==> src/omx_pkg.sv <==
// Purpose: shared constants and types for the or/move instruction executor
// Assumes: 100 MHz core clock, four q phases per instruction cycle
// Notes: register offsets are byte addresses on the apb slave
`default_nettype none
package omx_pkg;
    // apb register offsets
    localparam logic [7:0] OFF_CTRL = 8'h00;
    localparam logic [7:0] OFF_ACC = 8'h04;
    localparam logic [7:0] OFF_BANK = 8'h08;
    localparam logic [7:0] OFF_STATUS = 8'h0C;
    localparam logic [7:0] OFF_PTR0 = 8'h10;
    localparam logic [7:0] OFF_PTR_STEP = 8'h04;
    localparam logic [7:0] OFF_CORE = 8'h1C;
    // field positions
    localparam int unsigned CTRL_EXT_BIT = 0;
    localparam int unsigned STAT_C = 0;
    localparam int unsigned STAT_DC = 1;
    localparam int unsigned STAT_Z = 2;
    localparam int unsigned STAT_OV = 3;
    localparam int unsigned STAT_N = 4;
    // reset values
    localparam logic RST_EXT = 1'h0;
    localparam logic [7:0] RST_ACC = 8'h00;
    localparam logic [7:0] RST_BANK = 8'h00;
    localparam logic [4:0] RST_STATUS = 5'h00;
    localparam logic [11:0] RST_PTR = 12'h000;
    // data space map
    localparam logic [11:0] ACC_ADDR = 12'hFE8;
    localparam logic [3:0] ACCESS_HI_PAGE = 4'hF;
    localparam logic [7:0] INDEX_LIMIT = 8'h5F;
    localparam int unsigned PTR_COUNT = 3;
    // q phases, one clock each
    localparam logic [1:0] Q_DECODE = 2'h0;
    localparam logic [1:0] Q_READ = 2'h1;
    localparam logic [1:0] Q_PROC = 2'h2;
    localparam logic [1:0] Q_WRITE = 2'h3;
    // opcode prefixes
    localparam logic [7:0] OPC_OR_LIT = 8'h09;
    localparam logic [7:0] OPC_LOAD_BANK = 8'h01;
    localparam logic [7:0] OPC_MOVE_LIT = 8'h0E;
    localparam logic [5:0] OPC_OR_FILE = 6'h04;
    localparam logic [5:0] OPC_MOVE_FILE = 6'h14;
    localparam logic [6:0] OPC_STORE_ACC = 7'h37;
    localparam logic [3:0] OPC_MOVE_FULL = 4'hC;
    localparam logic [9:0] OPC_LOAD_PTR = 10'h3B8;
    localparam logic [1:0] PTR_IDX_BAD = 2'h3;

    typedef enum logic [8:0] {
        OP_NONE = 9'h001,
        OP_OR_LIT = 9'h002,
        OP_OR_FILE = 9'h004,
        OP_LOAD_PTR = 9'h008,
        OP_MOVE_FILE = 9'h010,
        OP_MOVE_FULL = 9'h020,
        OP_LOAD_BANK = 9'h040,
        OP_MOVE_LIT = 9'h080,
        OP_STORE_ACC = 9'h100
    } omx_op_t;

    typedef enum logic [1:0] {
        ST_FETCH = 2'h1,
        ST_SECOND = 2'h2
    } omx_state_t;
endpackage
`default_nettype wire

==> src/omx_exec.sv <==
// Purpose: decode and execute of the or/move/load instruction group
// Assumes: memory read data is combinational on dmem_addr_o
// Notes: one instruction cycle is four clocks, q phases from a counter
//
// How it works
// - or literal into accumulator, one cycle
// - ors and file move touch only n, z
// - or accumulator with file, d and a bits
// - d=0 writes accumulator, d=1 writes file
// - a=0 access bank, a=1 bank register
// - extended set, f<=5f uses indexed offset
// - pointer load: high part, then low byte
// - move file to destination in one cycle
// - full move: source word, destination word
// - full move reaches whole 4k space, accumulator too
// - full move two cycles, no dummy read, no flags
// - bank load keeps upper nibble zero
// - move literal to accumulator, flags kept
// - store accumulator to file, flags kept
`default_nettype none
module omx_exec (
    // clock and reset
    input wire logic clk_i,
    input wire logic sys_rst_i,
    // apb slave
    input wire logic psel_i,
    input wire logic penable_i,
    input wire logic pwrite_i,
    input wire logic [7:0] paddr_i,
    input wire logic [31:0] pwdata_i,
    output logic [31:0] prdata_o,
    output logic pready_o,
    output logic pslverr_o,
    // instruction stream
    input wire logic [15:0] instr_i,
    input wire logic instr_valid_i,
    output logic instr_take_o,
    // data memory
    output logic [11:0] dmem_addr_o,
    output logic dmem_re_o,
    output logic dmem_we_o,
    output logic [7:0] dmem_wdata_o,
    input wire logic [7:0] dmem_rdata_i
);
    logic [1:0] q;
    omx_pkg::omx_state_t state;
    omx_pkg::omx_op_t op;
    logic [15:0] ir;
    logic [11:0] ir2;
    logic got2;
    logic [7:0] acc;
    logic [7:0] bank;
    logic [4:0] status;
    logic ext_en;
    logic [7:0] res;
    logic [11:0] ptr [omx_pkg::PTR_COUNT];

    // phase divider
    always_ff @(posedge clk_i) begin
        if (sys_rst_i) begin
            q <= omx_pkg::Q_DECODE;
        end else begin
            q <= q + 2'h1;
        end
    end

    wire ph_decode = q == omx_pkg::Q_DECODE;
    wire ph_read = q == omx_pkg::Q_READ;
    wire ph_proc = q == omx_pkg::Q_PROC;
    wire ph_write = q == omx_pkg::Q_WRITE;
    wire in_fetch = state == omx_pkg::ST_FETCH;
    wire in_second = state == omx_pkg::ST_SECOND;

    // opcode decode
    wire dec_or_lit = instr_i[15:8] == omx_pkg::OPC_OR_LIT;
    wire dec_or_file = instr_i[15:10] == omx_pkg::OPC_OR_FILE;
    wire dec_move_file = instr_i[15:10] == omx_pkg::OPC_MOVE_FILE;
    wire dec_store = instr_i[15:9] == omx_pkg::OPC_STORE_ACC;
    wire dec_bank = instr_i[15:8] == omx_pkg::OPC_LOAD_BANK;
    wire dec_move_lit = instr_i[15:8] == omx_pkg::OPC_MOVE_LIT;
    wire dec_full = instr_i[15:12] == omx_pkg::OPC_MOVE_FULL;
    wire dec_ptr = instr_i[15:6] == omx_pkg::OPC_LOAD_PTR && instr_i[5:4] != omx_pkg::PTR_IDX_BAD;
    omx_pkg::omx_op_t next_op;
    assign next_op = dec_or_lit ? omx_pkg::OP_OR_LIT :
                     dec_or_file ? omx_pkg::OP_OR_FILE :
                     dec_move_file ? omx_pkg::OP_MOVE_FILE :
                     dec_store ? omx_pkg::OP_STORE_ACC :
                     dec_bank ? omx_pkg::OP_LOAD_BANK :
                     dec_move_lit ? omx_pkg::OP_MOVE_LIT :
                     dec_full ? omx_pkg::OP_MOVE_FULL :
                     dec_ptr ? omx_pkg::OP_LOAD_PTR : omx_pkg::OP_NONE;

    // file address generation
    wire [7:0] f = ir[7:0];
    wire use_index = !ir[8] && ext_en && f <= omx_pkg::INDEX_LIMIT;
    wire [11:0] access_addr = f[7] ? {omx_pkg::ACCESS_HI_PAGE, f} : {4'h0, f};
    wire [11:0] idx_addr = ptr[2] + {4'h0, f};
    wire [11:0] bank_addr = {bank[3:0], f};
    wire [11:0] file_addr = ir[8] ? bank_addr : (use_index ? idx_addr : access_addr);

    wire op_or_lit = op == omx_pkg::OP_OR_LIT;
    wire op_or_file = op == omx_pkg::OP_OR_FILE;
    wire op_move_file = op == omx_pkg::OP_MOVE_FILE;
    wire op_store = op == omx_pkg::OP_STORE_ACC;
    wire op_full = op == omx_pkg::OP_MOVE_FULL;
    wire op_ptr = op == omx_pkg::OP_LOAD_PTR;
    wire op_bank = op == omx_pkg::OP_LOAD_BANK;
    wire op_move_lit = op == omx_pkg::OP_MOVE_LIT;
    wire op_dest = op_or_file || op_move_file;

    // operand read
    wire rd_needed = in_fetch && (op_dest || op_full);
    wire [11:0] rd_addr = op_full ? ir[11:0] : file_addr;
    wire rd_is_acc = dmem_addr_o == omx_pkg::ACC_ADDR;
    wire [7:0] src = rd_is_acc ? acc : dmem_rdata_i;
    wire [7:0] next_res = op_or_lit ? (acc | ir[7:0]) :
                          op_or_file ? (acc | src) :
                          (op_move_file || op_full) ? src : res;

    // write-back
    wire exec1 = ph_write && in_fetch;
    wire exec2 = ph_write && in_second && got2;
    wire to_file = exec1 && (op_store || (op_dest && ir[9]));
    wire full_write = exec2 && op_full;
    wire file_write = to_file || full_write;
    wire [11:0] wr_addr = exec2 ? ir2 : file_addr;
    wire [7:0] wr_data = (op_store && !exec2) ? acc : res;
    wire wr_hits_acc = wr_addr == omx_pkg::ACC_ADDR;
    wire acc_direct = exec1 && (op_or_lit || op_move_lit || (op_dest && !ir[9]));
    wire core_acc_wr = acc_direct || (file_write && wr_hits_acc);
    wire [7:0] core_acc_val = op_move_lit ? ir[7:0] : wr_data;
    wire flags_upd = exec1 && (op_or_lit || op_dest);
    wire bank_wr = exec1 && op_bank;
    wire ptr_hi_wr = exec1 && op_ptr;
    wire ptr_lo_wr = exec2 && op_ptr;
    wire [1:0] ptr_idx = ir[5:4];
    wire go_second = exec1 && (op_ptr || op_full);
    wire take = ph_decode && instr_valid_i && (in_fetch || !got2);

    // sequencer
    always_ff @(posedge clk_i) begin
        if (sys_rst_i) begin
            state <= omx_pkg::ST_FETCH;
            op <= omx_pkg::OP_NONE;
            ir <= 16'h0000;
            ir2 <= 12'h000;
            got2 <= 1'h0;
            instr_take_o <= 1'h0;
        end else begin
            instr_take_o <= take;
            if (ph_decode && in_fetch) begin
                op <= instr_valid_i ? next_op : omx_pkg::OP_NONE;
                ir <= instr_i;
            end
            if (take && in_second) begin
                ir2 <= instr_i[11:0];
                got2 <= 1'h1;
            end
            if (go_second) begin
                state <= omx_pkg::ST_SECOND;
            end else if (exec2) begin
                state <= omx_pkg::ST_FETCH;
                got2 <= 1'h0;
            end
        end
    end

    // result latch in the process phase
    always_ff @(posedge clk_i) begin
        if (sys_rst_i) begin
            res <= 8'h00;
        end else if (ph_proc && in_fetch) begin
            res <= next_res;
        end
    end

    // data memory port
    always_ff @(posedge clk_i) begin
        if (sys_rst_i) begin
            dmem_addr_o <= 12'h000;
            dmem_re_o <= 1'h0;
            dmem_we_o <= 1'h0;
            dmem_wdata_o <= 8'h00;
        end else begin
            dmem_re_o <= ph_read && rd_needed && rd_addr != omx_pkg::ACC_ADDR;
            dmem_we_o <= file_write && !wr_hits_acc;
            if (ph_read && rd_needed) begin
                dmem_addr_o <= rd_addr;
            end else if (file_write) begin
                dmem_addr_o <= wr_addr;
                dmem_wdata_o <= wr_data;
            end
        end
    end

    // apb decode
    wire apb_setup = psel_i && penable_i && !pready_o;
    wire apb_wr = psel_i && penable_i && pready_o && pwrite_i && !pslverr_o;
    wire hit_ctrl = paddr_i == omx_pkg::OFF_CTRL;
    wire hit_acc = paddr_i == omx_pkg::OFF_ACC;
    wire hit_bank = paddr_i == omx_pkg::OFF_BANK;
    wire hit_status = paddr_i == omx_pkg::OFF_STATUS;
    wire hit_core = paddr_i == omx_pkg::OFF_CORE;
    wire [omx_pkg::PTR_COUNT-1:0] hit_ptr;
    wire [31:0] ptr_rd [omx_pkg::PTR_COUNT];
    wire wr_acc = apb_wr && hit_acc;
    wire wr_status = apb_wr && hit_status;
    wire wr_bank = apb_wr && hit_bank;
    wire [31:0] core_word = {21'h000000, op, state};
    wire [31:0] rd_word = hit_ctrl ? {31'h00000000, ext_en} :
                          hit_acc ? {24'h000000, acc} :
                          hit_bank ? {24'h000000, bank} :
                          hit_status ? {27'h0000000, status} :
                          hit_core ? core_word :
                          ptr_rd[0] | ptr_rd[1] | ptr_rd[2];
    wire mapped = hit_ctrl || hit_acc || hit_bank || hit_status || hit_core || (|hit_ptr);

    always_ff @(posedge clk_i) begin
        if (sys_rst_i) begin
            pready_o <= 1'h0;
            pslverr_o <= 1'h0;
            prdata_o <= 32'h00000000;
        end else begin
            pready_o <= apb_setup;
            pslverr_o <= apb_setup && !mapped;
            if (apb_setup) begin
                prdata_o <= mapped ? rd_word : 32'h00000000;
            end
        end
    end

    // pointer registers
    for (genvar i = 0; i < omx_pkg::PTR_COUNT; i++) begin : g_ptr
        localparam logic [7:0] PTR_OFF = omx_pkg::OFF_PTR0 + 8'(i) * omx_pkg::OFF_PTR_STEP;
        assign hit_ptr[i] = paddr_i == PTR_OFF;
        assign ptr_rd[i] = hit_ptr[i] ? {20'h00000, ptr[i]} : 32'h00000000;
        wire sel_core = ptr_idx == 2'(i);
        always_ff @(posedge clk_i) begin
            if (sys_rst_i) begin
                ptr[i] <= omx_pkg::RST_PTR;
            end else if (ptr_hi_wr && sel_core) begin
                ptr[i][11:8] <= ir[3:0];
            end else if (ptr_lo_wr && sel_core) begin
                ptr[i][7:0] <= ir2[7:0];
            end else if (apb_wr && hit_ptr[i]) begin
                ptr[i] <= pwdata_i[11:0];
            end
        end
    end

    // status flags, instructions move only n and z and override the bus, a bus write loads all five in any other cycle
    logic [4:0] next_status;
    always_comb begin
        next_status = status;
        if (flags_upd) begin
            next_status[omx_pkg::STAT_N] = res[7];
            next_status[omx_pkg::STAT_Z] = res == 8'h00;
        end else if (wr_status) begin
            next_status = pwdata_i[4:0];
        end
    end

    // core writes win over the bus
    always_ff @(posedge clk_i) begin
        if (sys_rst_i) begin
            acc <= omx_pkg::RST_ACC;
            bank <= omx_pkg::RST_BANK;
            status <= omx_pkg::RST_STATUS;
            ext_en <= omx_pkg::RST_EXT;
        end else begin
            status <= next_status;
            if (core_acc_wr) begin
                acc <= core_acc_val;
            end else if (wr_acc) begin
                acc <= pwdata_i[7:0];
            end
            if (bank_wr) begin
                bank <= {4'h0, ir[3:0]};
            end else if (wr_bank) begin
                bank <= {4'h0, pwdata_i[3:0]};
            end
            if (apb_wr && hit_ctrl) begin
                ext_en <= pwdata_i[omx_pkg::CTRL_EXT_BIT];
            end
        end
    end

    // checks
    chk_phase_order: assert property (@(posedge clk_i) disable iff (sys_rst_i)
        ph_write |=> ph_decode ##1 ph_read ##1 ph_proc)
        else $error("q phases out of order");

    chk_or_literal: assert property (@(posedge clk_i) disable iff (sys_rst_i)
        (ph_proc && in_fetch && op_or_lit) |-> ##2 acc == ($past(acc, 2) | $past(ir[7:0], 2)))
        else $error("or literal result wrong");

    chk_flags_kept: assert property (@(posedge clk_i) disable iff (sys_rst_i)
        (flags_upd && !wr_status) |=> status[3] == $past(status[3]) && status[1:0] == $past(status[1:0])
            && status[omx_pkg::STAT_Z] == ($past(res) == 8'h00))
        else $error("or/move flag update wrong");

    chk_dest_bit: assert property (@(posedge clk_i) disable iff (sys_rst_i)
        (exec1 && op_dest && !ir[9]) |=> !dmem_we_o && acc == $past(res))
        else $error("d=0 did not go to accumulator");

    chk_access_bank: assert property (@(posedge clk_i) disable iff (sys_rst_i)
        (ph_read && rd_needed && op_dest && !ir[8] && !ext_en)
            |=> dmem_addr_o == {(f[7] ? 4'hF : 4'h0), f})
        else $error("access bank address wrong");

    chk_indexed: assert property (@(posedge clk_i) disable iff (sys_rst_i)
        (ph_read && rd_needed && op_dest && !ir[8] && ext_en && f <= 8'h5F)
            |=> dmem_addr_o == $past(ptr[2]) + {4'h0, $past(f)})
        else $error("indexed offset address wrong");

    chk_ptr_high: assert property (@(posedge clk_i) disable iff (sys_rst_i)
        (ptr_hi_wr && ptr_idx == 2'h2) |=> ptr[2][11:8] == $past(ir[3:0]) && in_second)
        else $error("pointer high part not loaded");

    chk_full_write: assert property (@(posedge clk_i) disable iff (sys_rst_i)
        (full_write && ir2 != 12'hFE8 && !wr_status)
            |=> dmem_we_o && dmem_addr_o == $past(ir2) && $stable(status) && in_fetch)
        else $error("full move write wrong");

    chk_no_dummy: assert property (@(posedge clk_i) disable iff (sys_rst_i)
        in_second |-> !dmem_re_o)
        else $error("dummy read in second cycle");

    chk_bank_upper: assert property (@(posedge clk_i) disable iff (sys_rst_i)
        bank[7:4] == 4'h0)
        else $error("bank upper nibble not zero");

    chk_lit_flags: assert property (@(posedge clk_i) disable iff (sys_rst_i)
        (exec1 && (op_move_lit || op_store || op_bank) && !wr_status) |=> $stable(status))
        else $error("flags changed by move");

    chk_store_acc: assert property (@(posedge clk_i) disable iff (sys_rst_i)
        (exec1 && op_store && file_addr != 12'hFE8) |=> dmem_we_o && dmem_wdata_o == $past(acc))
        else $error("accumulator store wrong");
endmodule
`default_nettype wire

==> config.mk <==
export PLATFORM = sky130hd
export DESIGN_NAME = omx_exec
export DESIGN_NICKNAME = d
export VERILOG_FILES = /design/src/omx_pkg.sv /design/src/omx_exec.sv
export SDC_FILE = /design/constraint.sdc
export NUM_CORES = 1
export LEC_CHECK = 0
export BUFFER_PORTS_ARGS = -buffer_cell sky130_fd_sc_hd__buf_2
export CAP_MARGIN = 20
export CORE_ASPECT_RATIO = 1.75
export CORE_MARGIN = 2
export CORE_UTILIZATION = 55
export CTS_BUF_LIST = sky130_fd_sc_hd__clkbuf_8 sky130_fd_sc_hd__clkbuf_16
export CTS_CLUSTER_SIZE = 16
export DETAILED_ROUTE_END_ITERATION = 10
export HOLD_SLACK_MARGIN = 0.1
export PLACE_DENSITY = 0.78
export RECOVER_POWER = 25
export SLEW_MARGIN = 10
export SYNTH_ARGS = -nofsm -noshare
export SYNTH_HDL_FRONTEND = slang
export SYNTH_SLANG_ARGS = --single-unit
==> constraint.sdc <==
create_clock -name clk_i -period 6.5 [get_ports clk_i]
set_input_delay 0.65 -clock clk_i [delete_from_list [all_inputs] [get_ports clk_i]]
set_output_delay 0.65 -clock clk_i [all_outputs]
set_load 0.1 [all_outputs]
==> results.ini <==
[finish]
final_nets=1052
antennaDiodeCount=0
final_layout_size_suffix_gt1_share_pct=17.8
fillCellCount=1281
syn_to_final_growth_pct=10.7
final-instance-count-excl-fill=1165
multi_input_comb_area_sq_um=4640
final-seq-area_sq_um=3100

[clock_network]
tritoncts.num_buffers=17
clockRootBuffer=clkbuf_16
cts-htree-levels=4
cts_hold_repair.buffers=0
clock_insertion_delay_worst_skew_ps=430
cts_buffer_depth=2
clock_sink_count=137
clk_pin_slew_worst_paths_ps=70
post_cts_resize_count=0
cts_setup_buffers=0
cts_tree=done

[critical_path]
path_common_cell=o221ai_1
worstPathArrival_ps=4640
timing.critical_path.cells=ha_1, inv_1, fa_1, and2b_1, o221ai_1, a311oi_1, mux2i_1, o221ai_1, nand4b_1, o41ai_4, mux2_2
critical-path-max-stage-delay_ps=680
ff2ff_setup_slack_ps=2180
critPathCaptureType=flip-flop
worst_setup_path_endpoint=acc[1]
reg2reg_from=ir[0]
startpoint_type=flip-flop
crit_required_ps=6820
rr_worst_depth=11
criticalPathCategory=flip-flop to flip-flop
timing.critical_path.slowest_stage_cell=dfxtp_1
worst_setup_path_startpoint=ir[0]
timing.rr.end=acc[1]
worst-path-max-fanout=11

[run_status]
outcome=complete, but fails checks
violations=capacitance limit, slew limit

[floorplanning]
coreArea_sq_um=14700
initial_utilization_pct=55.6
floorplan.rows=59
die_area_sq_um=15900
die-height_um=165
ioPinCount=127
chipWidth_um=96.1

[yosys]
synthMostInstantiatedCell=nor2_1
synth-async-reset-ratio_pct=0
synth_cell_type_count=101
top_area_cell_type_share_of_the_netlist_area_pct=24.8
ys_top_cells_by_area=dfxtp_1, edfxtp_1, nor2_1
postSynthAreaPerCell_sq_um=8.96
synth.yosys.seq_area_share_pct=38.0
synth.yosys.warnings=0
synth_top_flop_cell=dfxtp_1
yosys_register_bits=137
syn-cell-area_sq_um=8170
edff_count_synth=36
instance_count_of_the_mapped_netlist=912
library_cell_with_the_largest_summed_area_after_synthesis=dfxtp_1
synth_commonest_cells=nor2_1, dfxtp_1, nand2_1, a21oi_1

[route]
finalWirelength_mm=24.5
antenna_left=0
drt_iter0_markers=809
vias_per_cell=6.56
dr.pass1.iters=6
vias=7647
drc=0
route.detailed.wl_per_inst_um=21.1

[timing]
maxSlewViolCount=74
setup_ws_ps=2180
final.setup_skew_ps=15.5
rsz0062_at_grt=no
slew_headroom_pct=-116
timing.final.setup_violations=0
period_share_pct=66.5
post-route-min-period_ps=4320
number_of_endpoints_with_negative_hold_slack_in_the_final_report=0
max_freq_mhz=231
timing_worst_slew_pin_value_ps=3240
fin_tns_setup_ps=0

[pwr]
total_leakage_power_nw=3.46
total_power_w=0.00210
power_density_nw_per_um2=232
power.ir.vdd_worst_mv=0.175

[placement]
finalWeightedCongestion=0.958
place_ws_ps=2260
dp_hpwl_mm=17.7
placedCellCount=1132
numPortBuffers=86

[grt]
grt_first_pass_wirelength_mm=37.6
global_route_total_overflow=0
track_usage_pct=31.5
largest_net_degree_at_the_start_of_global_routing=74
grt_antenna_before_repair=0
vias_in_the_first_global_route=6952

[min_path]
hold_path_class=flip-flop to flip-flop
hold_path_depth=2

[job]
maxCapViolCount=1

-- area by class of cell --
class,count,area share (%)
clock inverter,15,1.44
tap,183,2.53
timing repair buffer,94,5.12
clock buffer,17,4.70
sequential,137,34.3
inverter,14,0.581
multi-input combinational,705,51.3
-- worst min-delay path by stage --
stage | startpoint | to
2_1_floorplan | q[0] | q[0]
3_3_place_gp | prdata_o[9] | prdata_o[9]
3_5_place_dp | prdata_o[11] | prdata_o[11]
4_1_cts | prdata_o[11] | prdata_o[11]
5_1_grt | prdata_o[9] | prdata_o[9]
6_report | prdata_o[11] | prdata_o[11]
-- where the power goes --
group          internal [W]  switching, W  total (W)
combinational     0.0000679      0.000183   0.000251
clock              0.000504      0.000423   0.000926
sequential         0.000890     0.0000302   0.000920
total               0.00146      0.000636    0.00210
-- flip-flops by register name, indices dropped and copies added, names as in the netlist, 2 cells and up --
signal        cells
op                9
status            5
dmem_addr_o      12
ir               12
ptr              36
ir2              12
bank              4
prdata_o         12
acc               8
q                 2
res               8
state             2
dmem_wdata_o      8
-- layer usage --
| metal | up-vias | share of wire, % | GRT usage (%) |
|---|---|---|---|
| met3 | 141 | 7.9 | 5.49 |
| met2 | 453 | 49 | 51.6 |
| met1 | 3558 | 36 | 37.4 |
| met5 | - | 0 | 0 |
| li1 | 3495 | - | - |
| met4 | 0 | 7.7 | 19.9 |
-- cells in the final DEF (no fill, tap or decap), types with 13 or more instances in the layout --
cell type  instances
a211oi_1          33
a21oi_1           74
a22o_1            24
buf_2             64
clkbuf_1          22
clkbuf_16         17
conb_1            20
dfxtp_1          101
edfxtp_1          36
inv_1             13
mux2i_1           36
nand2_1           99
nand3_1           27
nor2_1           113
nor3_1            20
o21ai_0           26
or3_1             13
-- cells by family after synthesis --
family / after synthesis / share of synthesized area, %
AND/OR/NAND/NOR: 350 / 21.0
AO/OA/AOI/OAI: 256 / 22.8
adder cells (fa/ha/maj): 13 / 2.08
XOR/XNOR: 7 / 0.751
multiplexers: 59 / 9.10
other: 1 / 0.0459
flip-flops: 137 / 38.0
buffers and inverters: 89 / 6.16
-- critical path, delay by kind of cell, from the launching register on --
kind                       cells  cell delay, ps
muxes                          2             840
adders and majority gates      2             680
DFF                            1             680
and+or+nand+nor                2             540
AOI/OAI and AO/OA              4            1400
buffers and inverters          1              60
-- stage by stage --
stage,hold slack [ps],utilization [%],cell area (sq um)
finish,455,61.6,9040
global route,476,61.6,9040
CTS,454,61.7,9060
detailed placement,444,57.9,8510
global placement,441,57.9,8510
floorplan,433,-,8240
No activity file was read; power rests on OpenSTA's default activity.
